===== src/wbs_debounce.sv =====
// Package of constants and the input synchroniser/debouncer for the warning controller
package wbs_pkg;

  // ****************************************
  // Clock and tick
  // ****************************************
  localparam int unsigned CLK_HZ = 50_000_000;
  localparam int unsigned TICK_US = 1000;
  localparam int unsigned TICK_CYC_DEF = CLK_HZ / 1_000_000 * TICK_US;
  localparam int unsigned DEB_MS = 10;
  localparam int unsigned DEB_CYC_DEF = DEB_MS * TICK_CYC_DEF;

  // ****************************************
  // Buzzer tone, approx 1.95 kHz
  // ****************************************
  localparam int unsigned TONE_HZ = 1950;
  localparam int unsigned TONE_HALF_CYC = (CLK_HZ + TONE_HZ) / (2 * TONE_HZ);
  localparam int unsigned TONE_W = $clog2(TONE_HALF_CYC);

  // ****************************************
  // Times in ms (one tick each)
  // ****************************************
  localparam int unsigned MS_W = 17;
  localparam int unsigned LAMP_DLY_MS = 220;
  localparam int unsigned L1_PER_MS = 1200;
  localparam int unsigned L2_PER_MS = 400;
  localparam int unsigned L1_DUR_MS = 30000;
  localparam int unsigned L2_DUR_MS = 90000;
  localparam int unsigned BEEP_ON_MS = 100;
  localparam int unsigned HILL_PER_MS = 200;
  localparam int unsigned TEMP_PER_MS = 500;
  localparam int unsigned TEMP_ON_MS = 250;
  localparam int unsigned REV_PER_MS = 1000;
  localparam int unsigned REV_ON_MS = 500;
  localparam int unsigned LED_HALF_MS = 500;

  // ****************************************
  // Speed thresholds, units of 0.01 km/h
  // ****************************************
  localparam int unsigned SPD_W = 16;
  localparam int unsigned SPD_OVR_X100 = 11714;
  localparam int unsigned SPD_BELT_X100 = 2000;

  // ****************************************
  // Input vector layout
  // ****************************************
  localparam int unsigned IN_IGN = 0;
  localparam int unsigned IN_DOOR = 1;
  localparam int unsigned IN_KEY = 2;
  localparam int unsigned IN_TAIL = 3;
  localparam int unsigned IN_REV = 4;
  localparam int unsigned IN_STAB = 5;
  localparam int unsigned IN_HILL = 6;
  localparam int unsigned IN_TEMP_HI = 7;
  localparam int unsigned IN_TEMP_XH = 8;
  localparam int unsigned IN_DRV_UNB = 9;
  localparam int unsigned IN_PAS_UNB = 10;
  localparam int unsigned IN_OCC = 11;
  localparam int unsigned NUM_IN = 12;

  localparam int unsigned NUM_SEAT = 2;
  localparam int unsigned SEAT_DRV = 0;
  localparam int unsigned SEAT_PAS = 1;
  localparam int unsigned HILL_W = 2;
  localparam logic [HILL_W-1:0] HILL_START_BEEPS = 2'h1;
  localparam logic [HILL_W-1:0] HILL_DONE_BEEPS = 2'h2;
  localparam int unsigned SRC_W = 4;

  typedef enum logic [1:0] {BELT_IDLE, BELT_L1, BELT_L2, BELT_DONE} wbs_belt_t;

  typedef enum logic [SRC_W-1:0] {
    SRC_NONE, SRC_TEMP_XH, SRC_STAB, SRC_HILL, SRC_TEMP_HI,
    SRC_OVSPD, SRC_BELT, SRC_REV, SRC_KEY, SRC_LAMP
  } wbs_src_t;

endpackage

`timescale 1ns/100ps

module wbs_debounce #(
  parameter int unsigned DEB_CYC = 500000
) (
  // Clock and reset
  input wire logic clk_sys,
  input wire logic rst_n,
  // Raw pin and clean level
  input wire logic pin,
  output logic level
);

  localparam int unsigned CW = $clog2(DEB_CYC + 1);

  logic s1_r;
  logic s2_r;
  logic s3_r;
  logic [CW-1:0] cnt_r;

  // ****************************************
  // Three-stage synchroniser
  // ****************************************
  always_ff @(posedge clk_sys or negedge rst_n) begin
    if (!rst_n) begin
      s1_r <= 1'h0;
      s2_r <= 1'h0;
      s3_r <= 1'h0;
    end else begin
      s1_r <= pin;
      s2_r <= s1_r;
      s3_r <= s2_r;
    end
  end

  // ****************************************
  // Debounce: new value must hold steady
  // ****************************************
  always_ff @(posedge clk_sys or negedge rst_n) begin
    if (!rst_n) begin
      cnt_r <= '0;
      level <= 1'h0;
    end else if ((s2_r != s3_r) || (s3_r == level)) begin
      cnt_r <= '0;
    end else if (cnt_r == CW'(DEB_CYC - 1)) begin
      cnt_r <= '0;
      level <= s3_r;
    end else begin
      cnt_r <= cnt_r + 1'h1;
    end
  end

endmodule


===== src/wbs_ctrl.sv =====
// Warning buzzer and seatbelt warning lamp controller, top level
//
// Behaviour
// - Key warning sounds with ignition off, door open and key inserted.
// - Lamp warning: ignition off, tails on, door open at least 0.22 s.
// - Reverse warning sounds while reverse is selected and no higher-priority warning is active.
// - Buzzer tone is approximately 1.95 kHz.
// - Sideslip warning sounds while stability control is active.
// - One beep when hill assist starts, two when it completes.
// - Actuator temperature high beeps intermittently, extremely high sounds continuously.
// - Overspeed warning with ignition on and speed at least 117.14 km/h.
// - Driver unbuckled, ignition on, 20 km/h reached: level 1, 1.2 s beeps.
// - After 30 s level 2: 0.4 s beeps for 90 s, then stop.
// - Buckling or ignition off cancels level 1 or level 2 at once.
// - Speed falling below 20 km/h does not cancel the warning.
// - A finished sequence does not restart on speed dipping and recovering.
// - Passenger runs same sequence with occupant on and buckle unfastened.
// - Driver LED blinks while unbuckled, off when buckled.
// - Passenger LED blinks with ignition on, occupant on, buckle unfastened.
// - Passenger LED off once occupant leaves or buckle fastens.
`timescale 1ns/100ps

module wbs_ctrl
  import wbs_pkg::*;
#(
  parameter int unsigned TICK_CYC = TICK_CYC_DEF,
  parameter int unsigned DEB_CYC = DEB_CYC_DEF
) (
  // Clock and reset
  input wire logic clk_sys,
  input wire logic resetn,
  // Vehicle switches and sensors, asynchronous
  input wire logic ign_on,
  input wire logic door_open,
  input wire logic key_in,
  input wire logic tail_on,
  input wire logic rev_sel,
  input wire logic stab_active,
  input wire logic hill_assist,
  input wire logic temp_high,
  input wire logic temp_xhigh,
  input wire logic drv_unbuckled,
  input wire logic pas_unbuckled,
  input wire logic occupant_on,
  // Vehicle speed from cluster logic, same clock
  input wire logic [SPD_W-1:0] speed_x100,
  // Buzzer and lamps
  output logic buzzer,
  output logic led_drv_belt,
  output logic led_pas_belt,
  // Status
  output logic [SRC_W-1:0] warn_src
);

  // At least one bit, so a tick on every cycle still elaborates
  localparam int unsigned TW = (TICK_CYC > 1) ? $clog2(TICK_CYC) : 1;

  // ****************************************
  // Reset release
  // ****************************************
  logic rst_s1_r;
  logic rst_n_r;

  always_ff @(posedge clk_sys or negedge resetn) begin
    if (!resetn) begin
      rst_s1_r <= 1'h0;
      rst_n_r <= 1'h0;
    end else begin
      rst_s1_r <= 1'h1;
      rst_n_r <= rst_s1_r;
    end
  end

  // ****************************************
  // Input conditioning
  // ****************************************
  logic [NUM_IN-1:0] pin_vec;
  logic [NUM_IN-1:0] deb;

  assign pin_vec[IN_IGN] = ign_on;
  assign pin_vec[IN_DOOR] = door_open;
  assign pin_vec[IN_KEY] = key_in;
  assign pin_vec[IN_TAIL] = tail_on;
  assign pin_vec[IN_REV] = rev_sel;
  assign pin_vec[IN_STAB] = stab_active;
  assign pin_vec[IN_HILL] = hill_assist;
  assign pin_vec[IN_TEMP_HI] = temp_high;
  assign pin_vec[IN_TEMP_XH] = temp_xhigh;
  assign pin_vec[IN_DRV_UNB] = drv_unbuckled;
  assign pin_vec[IN_PAS_UNB] = pas_unbuckled;
  assign pin_vec[IN_OCC] = occupant_on;

  for (genvar gi = 0; gi < NUM_IN; gi++) begin : g_deb
    wbs_debounce #(
      .DEB_CYC(DEB_CYC)
    ) u_deb (
      .clk_sys(clk_sys),
      .rst_n(rst_n_r),
      .pin(pin_vec[gi]),
      .level(deb[gi])
    );
  end

  logic ign;
  logic door;
  logic occ;
  logic spd_belt;
  logic spd_ovr;

  assign ign = deb[IN_IGN];
  assign door = deb[IN_DOOR];
  assign occ = deb[IN_OCC];
  assign spd_belt = speed_x100 >= SPD_W'(SPD_BELT_X100);
  assign spd_ovr = speed_x100 >= SPD_W'(SPD_OVR_X100);

  // ****************************************
  // Millisecond tick
  // ****************************************
  logic [TW-1:0] tick_cnt_r;
  logic tick_r;

  always_ff @(posedge clk_sys or negedge rst_n_r) begin
    if (!rst_n_r) begin
      tick_cnt_r <= '0;
      tick_r <= 1'h0;
    end else if (tick_cnt_r == TW'(TICK_CYC - 1)) begin
      tick_cnt_r <= '0;
      tick_r <= 1'h1;
    end else begin
      tick_cnt_r <= tick_cnt_r + 1'h1;
      tick_r <= 1'h0;
    end
  end

  // ****************************************
  // Tone generator
  // ****************************************
  logic [TONE_W-1:0] tone_cnt_r;
  logic tone_r;

  always_ff @(posedge clk_sys or negedge rst_n_r) begin
    if (!rst_n_r) begin
      tone_cnt_r <= '0;
      tone_r <= 1'h0;
    end else if (tone_cnt_r == TONE_W'(TONE_HALF_CYC - 1)) begin
      tone_cnt_r <= '0;
      tone_r <= ~tone_r;
    end else begin
      tone_cnt_r <= tone_cnt_r + 1'h1;
    end
  end

  // ****************************************
  // Free cadences for beeps and lamps
  // ****************************************
  logic [MS_W-1:0] temp_ph_r;
  logic [MS_W-1:0] rev_ph_r;
  logic [MS_W-1:0] led_ph_r;
  logic blink_r;

  always_ff @(posedge clk_sys or negedge rst_n_r) begin
    if (!rst_n_r) begin
      temp_ph_r <= '0;
      rev_ph_r <= '0;
      led_ph_r <= '0;
      blink_r <= 1'h0;
    end else if (tick_r) begin
      temp_ph_r <= (temp_ph_r == MS_W'(TEMP_PER_MS - 1)) ? '0 : temp_ph_r + 1'h1;
      rev_ph_r <= (rev_ph_r == MS_W'(REV_PER_MS - 1)) ? '0 : rev_ph_r + 1'h1;
      if (led_ph_r == MS_W'(LED_HALF_MS - 1)) begin
        led_ph_r <= '0;
        blink_r <= ~blink_r;
      end else begin
        led_ph_r <= led_ph_r + 1'h1;
      end
    end
  end

  // ****************************************
  // Door-open age for lamp warning
  // ****************************************
  logic [MS_W-1:0] door_ms_r;
  logic door_aged_r;

  always_ff @(posedge clk_sys or negedge rst_n_r) begin
    if (!rst_n_r) begin
      door_ms_r <= '0;
      door_aged_r <= 1'h0;
    end else if (!door) begin
      door_ms_r <= '0;
      door_aged_r <= 1'h0;
    end else if (tick_r && !door_aged_r) begin
      door_ms_r <= door_ms_r + 1'h1;
      if (door_ms_r == MS_W'(LAMP_DLY_MS - 1)) begin
        door_aged_r <= 1'h1;
      end
    end
  end

  // ****************************************
  // Hill-start assist beeps
  // ****************************************
  logic hill_prev_r;
  logic [HILL_W-1:0] hill_left_r;
  logic [MS_W-1:0] hill_ph_r;
  logic hill_beep;

  always_ff @(posedge clk_sys or negedge rst_n_r) begin
    if (!rst_n_r) begin
      hill_prev_r <= 1'h0;
      hill_left_r <= '0;
      hill_ph_r <= '0;
    end else begin
      hill_prev_r <= deb[IN_HILL];
      if (deb[IN_HILL] && !hill_prev_r) begin
        hill_left_r <= HILL_START_BEEPS;
        hill_ph_r <= '0;
      end else if (!deb[IN_HILL] && hill_prev_r) begin
        hill_left_r <= HILL_DONE_BEEPS;
        hill_ph_r <= '0;
      end else if (tick_r && (hill_left_r != '0)) begin
        if (hill_ph_r == MS_W'(HILL_PER_MS - 1)) begin
          hill_ph_r <= '0;
          hill_left_r <= hill_left_r - 1'h1;
        end else begin
          hill_ph_r <= hill_ph_r + 1'h1;
        end
      end
    end
  end

  assign hill_beep = (hill_left_r != '0) && (hill_ph_r < MS_W'(BEEP_ON_MS));

  // ****************************************
  // Seatbelt two-level sequences
  // ****************************************
  logic [NUM_SEAT-1:0] belt_arm;
  wbs_belt_t belt_st_r [NUM_SEAT];
  logic [MS_W-1:0] belt_dur_r [NUM_SEAT];
  logic [MS_W-1:0] belt_ph_r [NUM_SEAT];
  logic belt_act;
  logic belt_beep;

  assign belt_arm[SEAT_DRV] = ign && deb[IN_DRV_UNB];
  assign belt_arm[SEAT_PAS] = ign && occ && deb[IN_PAS_UNB];

  always_ff @(posedge clk_sys or negedge rst_n_r) begin
    if (!rst_n_r) begin
      for (int s = 0; s < NUM_SEAT; s++) begin
        belt_st_r[s] <= BELT_IDLE;
        belt_dur_r[s] <= '0;
        belt_ph_r[s] <= '0;
      end
    end else begin
      for (int s = 0; s < NUM_SEAT; s++) begin
        case (belt_st_r[s])
          BELT_IDLE: begin
            if (belt_arm[s] && spd_belt) begin
              belt_st_r[s] <= BELT_L1;
              belt_dur_r[s] <= '0;
              belt_ph_r[s] <= '0;
            end
          end
          BELT_L1: begin
            if (!belt_arm[s]) begin
              belt_st_r[s] <= BELT_IDLE;
            end else if (tick_r) begin
              if (belt_dur_r[s] == MS_W'(L1_DUR_MS - 1)) begin
                belt_st_r[s] <= BELT_L2;
                belt_dur_r[s] <= '0;
                belt_ph_r[s] <= '0;
              end else begin
                belt_dur_r[s] <= belt_dur_r[s] + 1'h1;
                belt_ph_r[s] <= (belt_ph_r[s] == MS_W'(L1_PER_MS - 1)) ? '0 : belt_ph_r[s] + 1'h1;
              end
            end
          end
          BELT_L2: begin
            if (!belt_arm[s]) begin
              belt_st_r[s] <= BELT_IDLE;
            end else if (tick_r) begin
              if (belt_dur_r[s] == MS_W'(L2_DUR_MS - 1)) begin
                belt_st_r[s] <= BELT_DONE;
              end else begin
                belt_dur_r[s] <= belt_dur_r[s] + 1'h1;
                belt_ph_r[s] <= (belt_ph_r[s] == MS_W'(L2_PER_MS - 1)) ? '0 : belt_ph_r[s] + 1'h1;
              end
            end
          end
          default: begin
            // only re-arm via buckle, ignition off or, for the passenger, occupant off
            if (!belt_arm[s]) begin
              belt_st_r[s] <= BELT_IDLE;
            end
          end
        endcase
      end
    end
  end

  always_comb begin
    belt_act = 1'h0;
    belt_beep = 1'h0;
    for (int s = 0; s < NUM_SEAT; s++) begin
      if ((belt_st_r[s] == BELT_L1) || (belt_st_r[s] == BELT_L2)) begin
        belt_act = 1'h1;
        if (belt_ph_r[s] < MS_W'(BEEP_ON_MS)) begin
          belt_beep = 1'h1;
        end
      end
    end
  end

  // ****************************************
  // Warning conditions
  // ****************************************
  logic key_w;
  logic lamp_w;
  logic ovspd_w;
  logic temp_beep;
  logic rev_beep;

  assign key_w = !ign && door && deb[IN_KEY];
  assign lamp_w = !ign && deb[IN_TAIL] && door_aged_r;
  assign ovspd_w = ign && spd_ovr;
  assign temp_beep = temp_ph_r < MS_W'(TEMP_ON_MS);
  assign rev_beep = rev_ph_r < MS_W'(REV_ON_MS);

  // ****************************************
  // Priority select
  // ****************************************
  wbs_src_t src_nxt;
  logic gate_nxt;

  always_comb begin
    src_nxt = SRC_NONE;
    gate_nxt = 1'h0;
    if (deb[IN_TEMP_XH]) begin
      src_nxt = SRC_TEMP_XH;
      gate_nxt = 1'h1;
    end else if (deb[IN_STAB]) begin
      src_nxt = SRC_STAB;
      gate_nxt = 1'h1;
    end else if (hill_left_r != '0) begin
      src_nxt = SRC_HILL;
      gate_nxt = hill_beep;
    end else if (deb[IN_TEMP_HI]) begin
      src_nxt = SRC_TEMP_HI;
      gate_nxt = temp_beep;
    end else if (ovspd_w) begin
      src_nxt = SRC_OVSPD;
      gate_nxt = 1'h1;
    end else if (belt_act) begin
      src_nxt = SRC_BELT;
      gate_nxt = belt_beep;
    end else if (deb[IN_REV]) begin
      src_nxt = SRC_REV;
      gate_nxt = rev_beep;
    end else if (key_w) begin
      src_nxt = SRC_KEY;
      gate_nxt = 1'h1;
    end else if (lamp_w) begin
      src_nxt = SRC_LAMP;
      gate_nxt = 1'h1;
    end
  end

  // ****************************************
  // Registered outputs
  // ****************************************
  always_ff @(posedge clk_sys or negedge rst_n_r) begin
    if (!rst_n_r) begin
      buzzer <= 1'h0;
      warn_src <= '0;
    end else begin
      buzzer <= gate_nxt && tone_r;
      warn_src <= src_nxt;
    end
  end

  always_ff @(posedge clk_sys or negedge rst_n_r) begin
    if (!rst_n_r) begin
      led_drv_belt <= 1'h0;
      led_pas_belt <= 1'h0;
    end else begin
      led_drv_belt <= deb[IN_DRV_UNB] && blink_r;
      led_pas_belt <= ign && occ && deb[IN_PAS_UNB] && blink_r;
    end
  end

endmodule


===== config.mk =====
export PLATFORM = sky130hd
export DESIGN_NAME = wbs_ctrl
export DESIGN_NICKNAME = d
export VERILOG_FILES = /design/src/wbs_debounce.sv /design/src/wbs_ctrl.sv
export SDC_FILE = /design/constraint.sdc
export NUM_CORES = 1
export LEC_CHECK = 0
export ABC_CLOCK_PERIOD_IN_PS = 13500
export BUFFER_PORTS_ARGS = -buffer_cell sky130_fd_sc_hd__buf_4
export CAP_MARGIN = 20
export CELL_PAD_IN_SITES_DETAIL_PLACEMENT = 1
export CELL_PAD_IN_SITES_GLOBAL_PLACEMENT = 2
export CORE_MARGIN = 2
export CORE_UTILIZATION = 30
export DETAILED_ROUTE_END_ITERATION = 6
export HOLD_SLACK_MARGIN = 0.03
export PLACE_DENSITY = 0.7
export SLEW_MARGIN = 20
export SYNTH_ARGS = -nofsm -noshare
export SYNTH_HDL_FRONTEND = slang
export SYNTH_SLANG_ARGS = --single-unit

===== constraint.sdc =====
create_clock -name clk_sys -period 13.5 [get_ports clk_sys]
set_input_delay 2.025 -clock clk_sys [delete_from_list [all_inputs] [get_ports clk_sys]]
set_output_delay 2.025 -clock clk_sys [all_outputs]
set_load 0.1 [all_outputs]

==> results.sh <==
export IMPL_path_max_fanout=38
export IMPL_ys_async_sr_fraction=1.000
export IMPL_max_freq_mhz=224.7
export IMPL_required_ns=13.97
export IMPL_grtUsageTotal=0.1407
export IMPL_globalRouteOverflowTotal=0
export IMPL_n_fill_cell=8680
export IMPL_grt_use_met3=0.02098
export IMPL_path_delay_family="simple AND/OR/NAND/NOR gates"
export IMPL_period_share=0.3297
export IMPL_leakage_nw=11.19
export IMPL_layout_drive_gt1_share=0.07631
export IMPL_detail_route_antenna_nets=0
export IMPL_power_density_nw_per_um2=133.9
export IMPL_ys_seq_area_frac=0.5165
export IMPL_tns_ns=0
export IMPL_core_um2=76330
export IMPL_start_kind="primary input"
export IMPL_cts_buffer_depth=3
export IMPL_area_growth_syn_to_layout_pct=15.43
export IMPL_finalCriticalPeriod_ns=4.451
export IMPL_clk_pin_slew_ns=0.06
export IMPL_clock_sinks=479
export IMPL_path_class="in2reg"
export IMPL_drt_iter0_markers=606
export IMPL_ys_ff_latch=479
export IMPL_nets=2517
export IMPL_r2r_cells=8
export IMPL_worstSetupEndpointType="flip-flop"
export IMPL_first_pass_iters=4
export IMPL_hold_viol=0
export IMPL_cts_hold_buffers=0
export IMPL_slew_violations=0
export IMPL_crit_path_top_delay_cell="a2111oi_1"
export IMPL_syn_nets=2466
export IMPL_r2r_start="belt_st_r[2]$_DFFE_PN0P_"
export IMPL_grt_use_met2=0.2382
export IMPL_skew_ns=0.02227
export IMPL_via_per_inst=4.968
export IMPL_grt_pass1_wl_mm=95.02
export IMPL_clk_latency_ns=0.62
export IMPL_grt_use_met1=0.1867
export IMPL_crit_chain="buf_4, or3_1, a2111oi_1, o21ai_0, nand3_2, nand2b_1, o221ai_1"
export IMPL_rsz0062_at_grt="no"
export IMPL_grt_max_degree=169
export IMPL_cts_tree="built"
export IMPL_yosysWarningCount=0
export IMPL_port_buffer_count=35
export IMPL_synth_edf_count=0
export IMPL_mostFrequentLayoutCells="478 x dfrtp_1, 419 x nor2_1, 210 x nand2_1, 157 x nand3_1, 147 x xnor2_1"
export IMPL_final_common_cell="dfrtp_1"
export IMPL_root_buffer="clkbuf_16"
export IMPL_critPathBufInv=1
export IMPL_synth_area_um2=23210
export IMPL_tightest_slew_ns=0.9986
export IMPL_gp_congestion=0.7581
export IMPL_rrSetupSlack_ns=10.50
export IMPL_r2r_end="belt_ph_r[33]$_DFFE_PN0P_"
export IMPL_die_x_um=282.1
export IMPL_grt_pass1_vias=19000
export IMPL_start_util=0.3041
export IMPL_synth_distinct_cells=76
export IMPL_rows=101
export IMPL_timing_max_cap_violations=0
export IMPL_holdPathEnd="g_deb[10].u_deb.s2_r$_DFF_PN0_"
export IMPL_h_tree_depth=2
export IMPL_antenna_found_initial=0
export IMPL_setup_viol=0
export IMPL_postCtsResizedCells=0
export IMPL_hpwlAfterDp_mm=36.77
export IMPL_ir_drop_v=0.00009294
export IMPL_hp_start="g_deb[10].u_deb.s1_r$_DFF_PN0_"
export IMPL_vias=17560
export IMPL_relSlewSlack=0.3342
export IMPL_wl_per_cell_um=15.38
export IMPL_holdPathStages=0
export IMPL_die_area_um2=79600
export IMPL_ios=37
export IMPL_totalPowerFinal_mw=3.588
export IMPL_postCtsSetupRepairBufs=0
export IMPL_busiest_layer="met2"
export IMPL_drc=0
export IMPL_avgSynthCellArea_um2=9.666
export IMPL_status="finished clean"
export IMPL_synth_cells=2401
export IMPL_dominantRegCellSynth="dfrtp_1"
export IMPL_arrival_ns=4.92
export IMPL_die_h_um=282.1
export IMPL_routed_wl_mm=54.36
export IMPL_cts_buffers=59
export IMPL_worst_path_largest_cell_delay_ns=0.79
export IMPL_min_path_type="reg2reg"
per-stage QoR:
step	util	hold slack, ns	area (um^2)	std cells	setup slack (ns)
after detailed placement	0.3226	0.3363	24620	3421	8.275
after floorplan	-	0.3311	23210	2401	5.697
after global placement	0.3225	0.3360	24620	3420	8.271
after CTS	0.3510	0.3499	26790	3533	8.943
after global routing	0.3510	0.3661	26790	3533	8.784
final	0.3510	0.3479	26790	3534	9.049
report_power, final:
part | leakage [nW] | total (mW) | internal (mW) | switching (mW)
clock network | 1.07 | 1.73 | 1.09 | 0.647
registers | 6.56 | 1.50 | 1.47 | 0.0369
logic | 3.57 | 0.350 | 0.105 | 0.245
total | 11.2 | 3.59 | 2.66 | 0.929
worst register-to-register path: stages (launching register included):
cell      delay (ns)
dfrtp_1         0.39
inv_1           0.08
ha_1            0.33
nor2_1          0.23
a31oi_1         0.06
nor2_1          0.17
nand3_2         0.66
nand2b_1        0.61
o41ai_1         0.35
registers in the layout (all words and copies together) (netlist names), 12 cells and up:
| register | flops |
|---|---|
| g_deb.u_deb.cnt_r | 228 |
| belt_dur_r | 34 |
| belt_ph_r | 34 |
| door_ms_r | 17 |
| hill_ph_r | 17 |
| led_ph_r | 17 |
| rev_ph_r | 17 |
| temp_ph_r | 17 |
| tick_cnt_r | 16 |
| tone_cnt_r | 14 |
| g_deb.u_deb.level | 12 |
| g_deb.u_deb.s1_r | 12 |
| g_deb.u_deb.s2_r | 12 |
| g_deb.u_deb.s3_r | 12 |
worst max-delay path by stage:
stage | startpoint | end | cells past startpoint
floorplan | rst_n_r$_DFF_PN0_ | belt_dur_r[0]$_DFFE_PN0P_ | 0
global placement | speed_x100[12] | belt_ph_r[29]$_DFFE_PN0P_ | 7
detailed placement | speed_x100[12] | belt_ph_r[29]$_DFFE_PN0P_ | 7
CTS | speed_x100[12] | belt_ph_r[29]$_DFFE_PN0P_ | 7
global route | speed_x100[12] | belt_dur_r[2]$_DFFE_PN0P_ | 8
finish | speed_x100[12] | belt_ph_r[29]$_DFFE_PN0P_ | 7
area by class of cell:
cell class | instances | area [um^2] | area share
Inverter | 55 | 206.4 | 0.007706
Multi-Input combinational cell | 1812 | 10790 | 0.4027
Antenna cell | 1 | 2.502 | 0.00009341
Sequential cell | 479 | 11990 | 0.4476
Clock inverter | 28 | 421.7 | 0.01574
Clock buffer | 84 | 1742 | 0.06501
Timing Repair Buffer | 45 | 350.3 | 0.01308
Tap cell | 1030 | 1289 | 0.04810
synthesized netlist by cell type, drive strengths merged (4+ instances only):
master / instances / area [um^2]
dfrtp: 479 / 11990
nor2: 421 / 1590
nand2: 210 / 788.3
nand3: 158 / 790.8
xnor2: 147 / 1287
xor2: 142 / 1244
o21ai: 91 / 466.7
and3: 78 / 488.0
a21oi: 60 / 300.3
nand4: 58 / 362.9
inv: 55 / 206.5
nor3: 54 / 280.3
clkbuf: 39 / 146.4
ha: 35 / 437.9
nor4: 34 / 212.7
and2: 30 / 187.7
and4: 29 / 254.0
o31ai: 29 / 217.7
or3: 23 / 143.9
nand2b: 20 / 125.1
nor2b: 18 / 112.6
buf: 16 / 85.08
or2: 16 / 100.1
a31oi: 12 / 75.07
nor4b: 11 / 96.34
a22o: 10 / 87.58
nand4b: 9 / 85.08
nor4bb: 9 / 90.09
o21a: 9 / 68.82
or4: 9 / 71.32
o41ai: 7 / 68.82
a21o: 6 / 45.04
o2bb2ai: 6 / 52.55
a2bb2oi: 5 / 43.79
a41oi: 5 / 43.79
mux2: 5 / 56.30
o211ai: 5 / 37.54
or4b: 5 / 50.05
a21boi: 4 / 30.03
and4b: 4 / 40.04
nor3b: 4 / 30.03
cell families after synthesis:
group           after synthesis  synth area share
fa+ha+maj                    35           0.01887
compound gates              275           0.07704
mux                           5          0.002426
simple gates               1207            0.2571
buf+inv                     110           0.01887
xor+xnor                    289            0.1091
flops                       479            0.5165
other cells                   1         0.0001616
layer usage:
layer | part of all wire | vias to the layer above
li1 | - | 8426
met1 | 0.48 | 8899
met2 | 0.47 | 148
met3 | 0.029 | 85
met4 | 0.021 | 0
met5 | 0 | -
No activity file was read; power rests on OpenSTA's default activity.
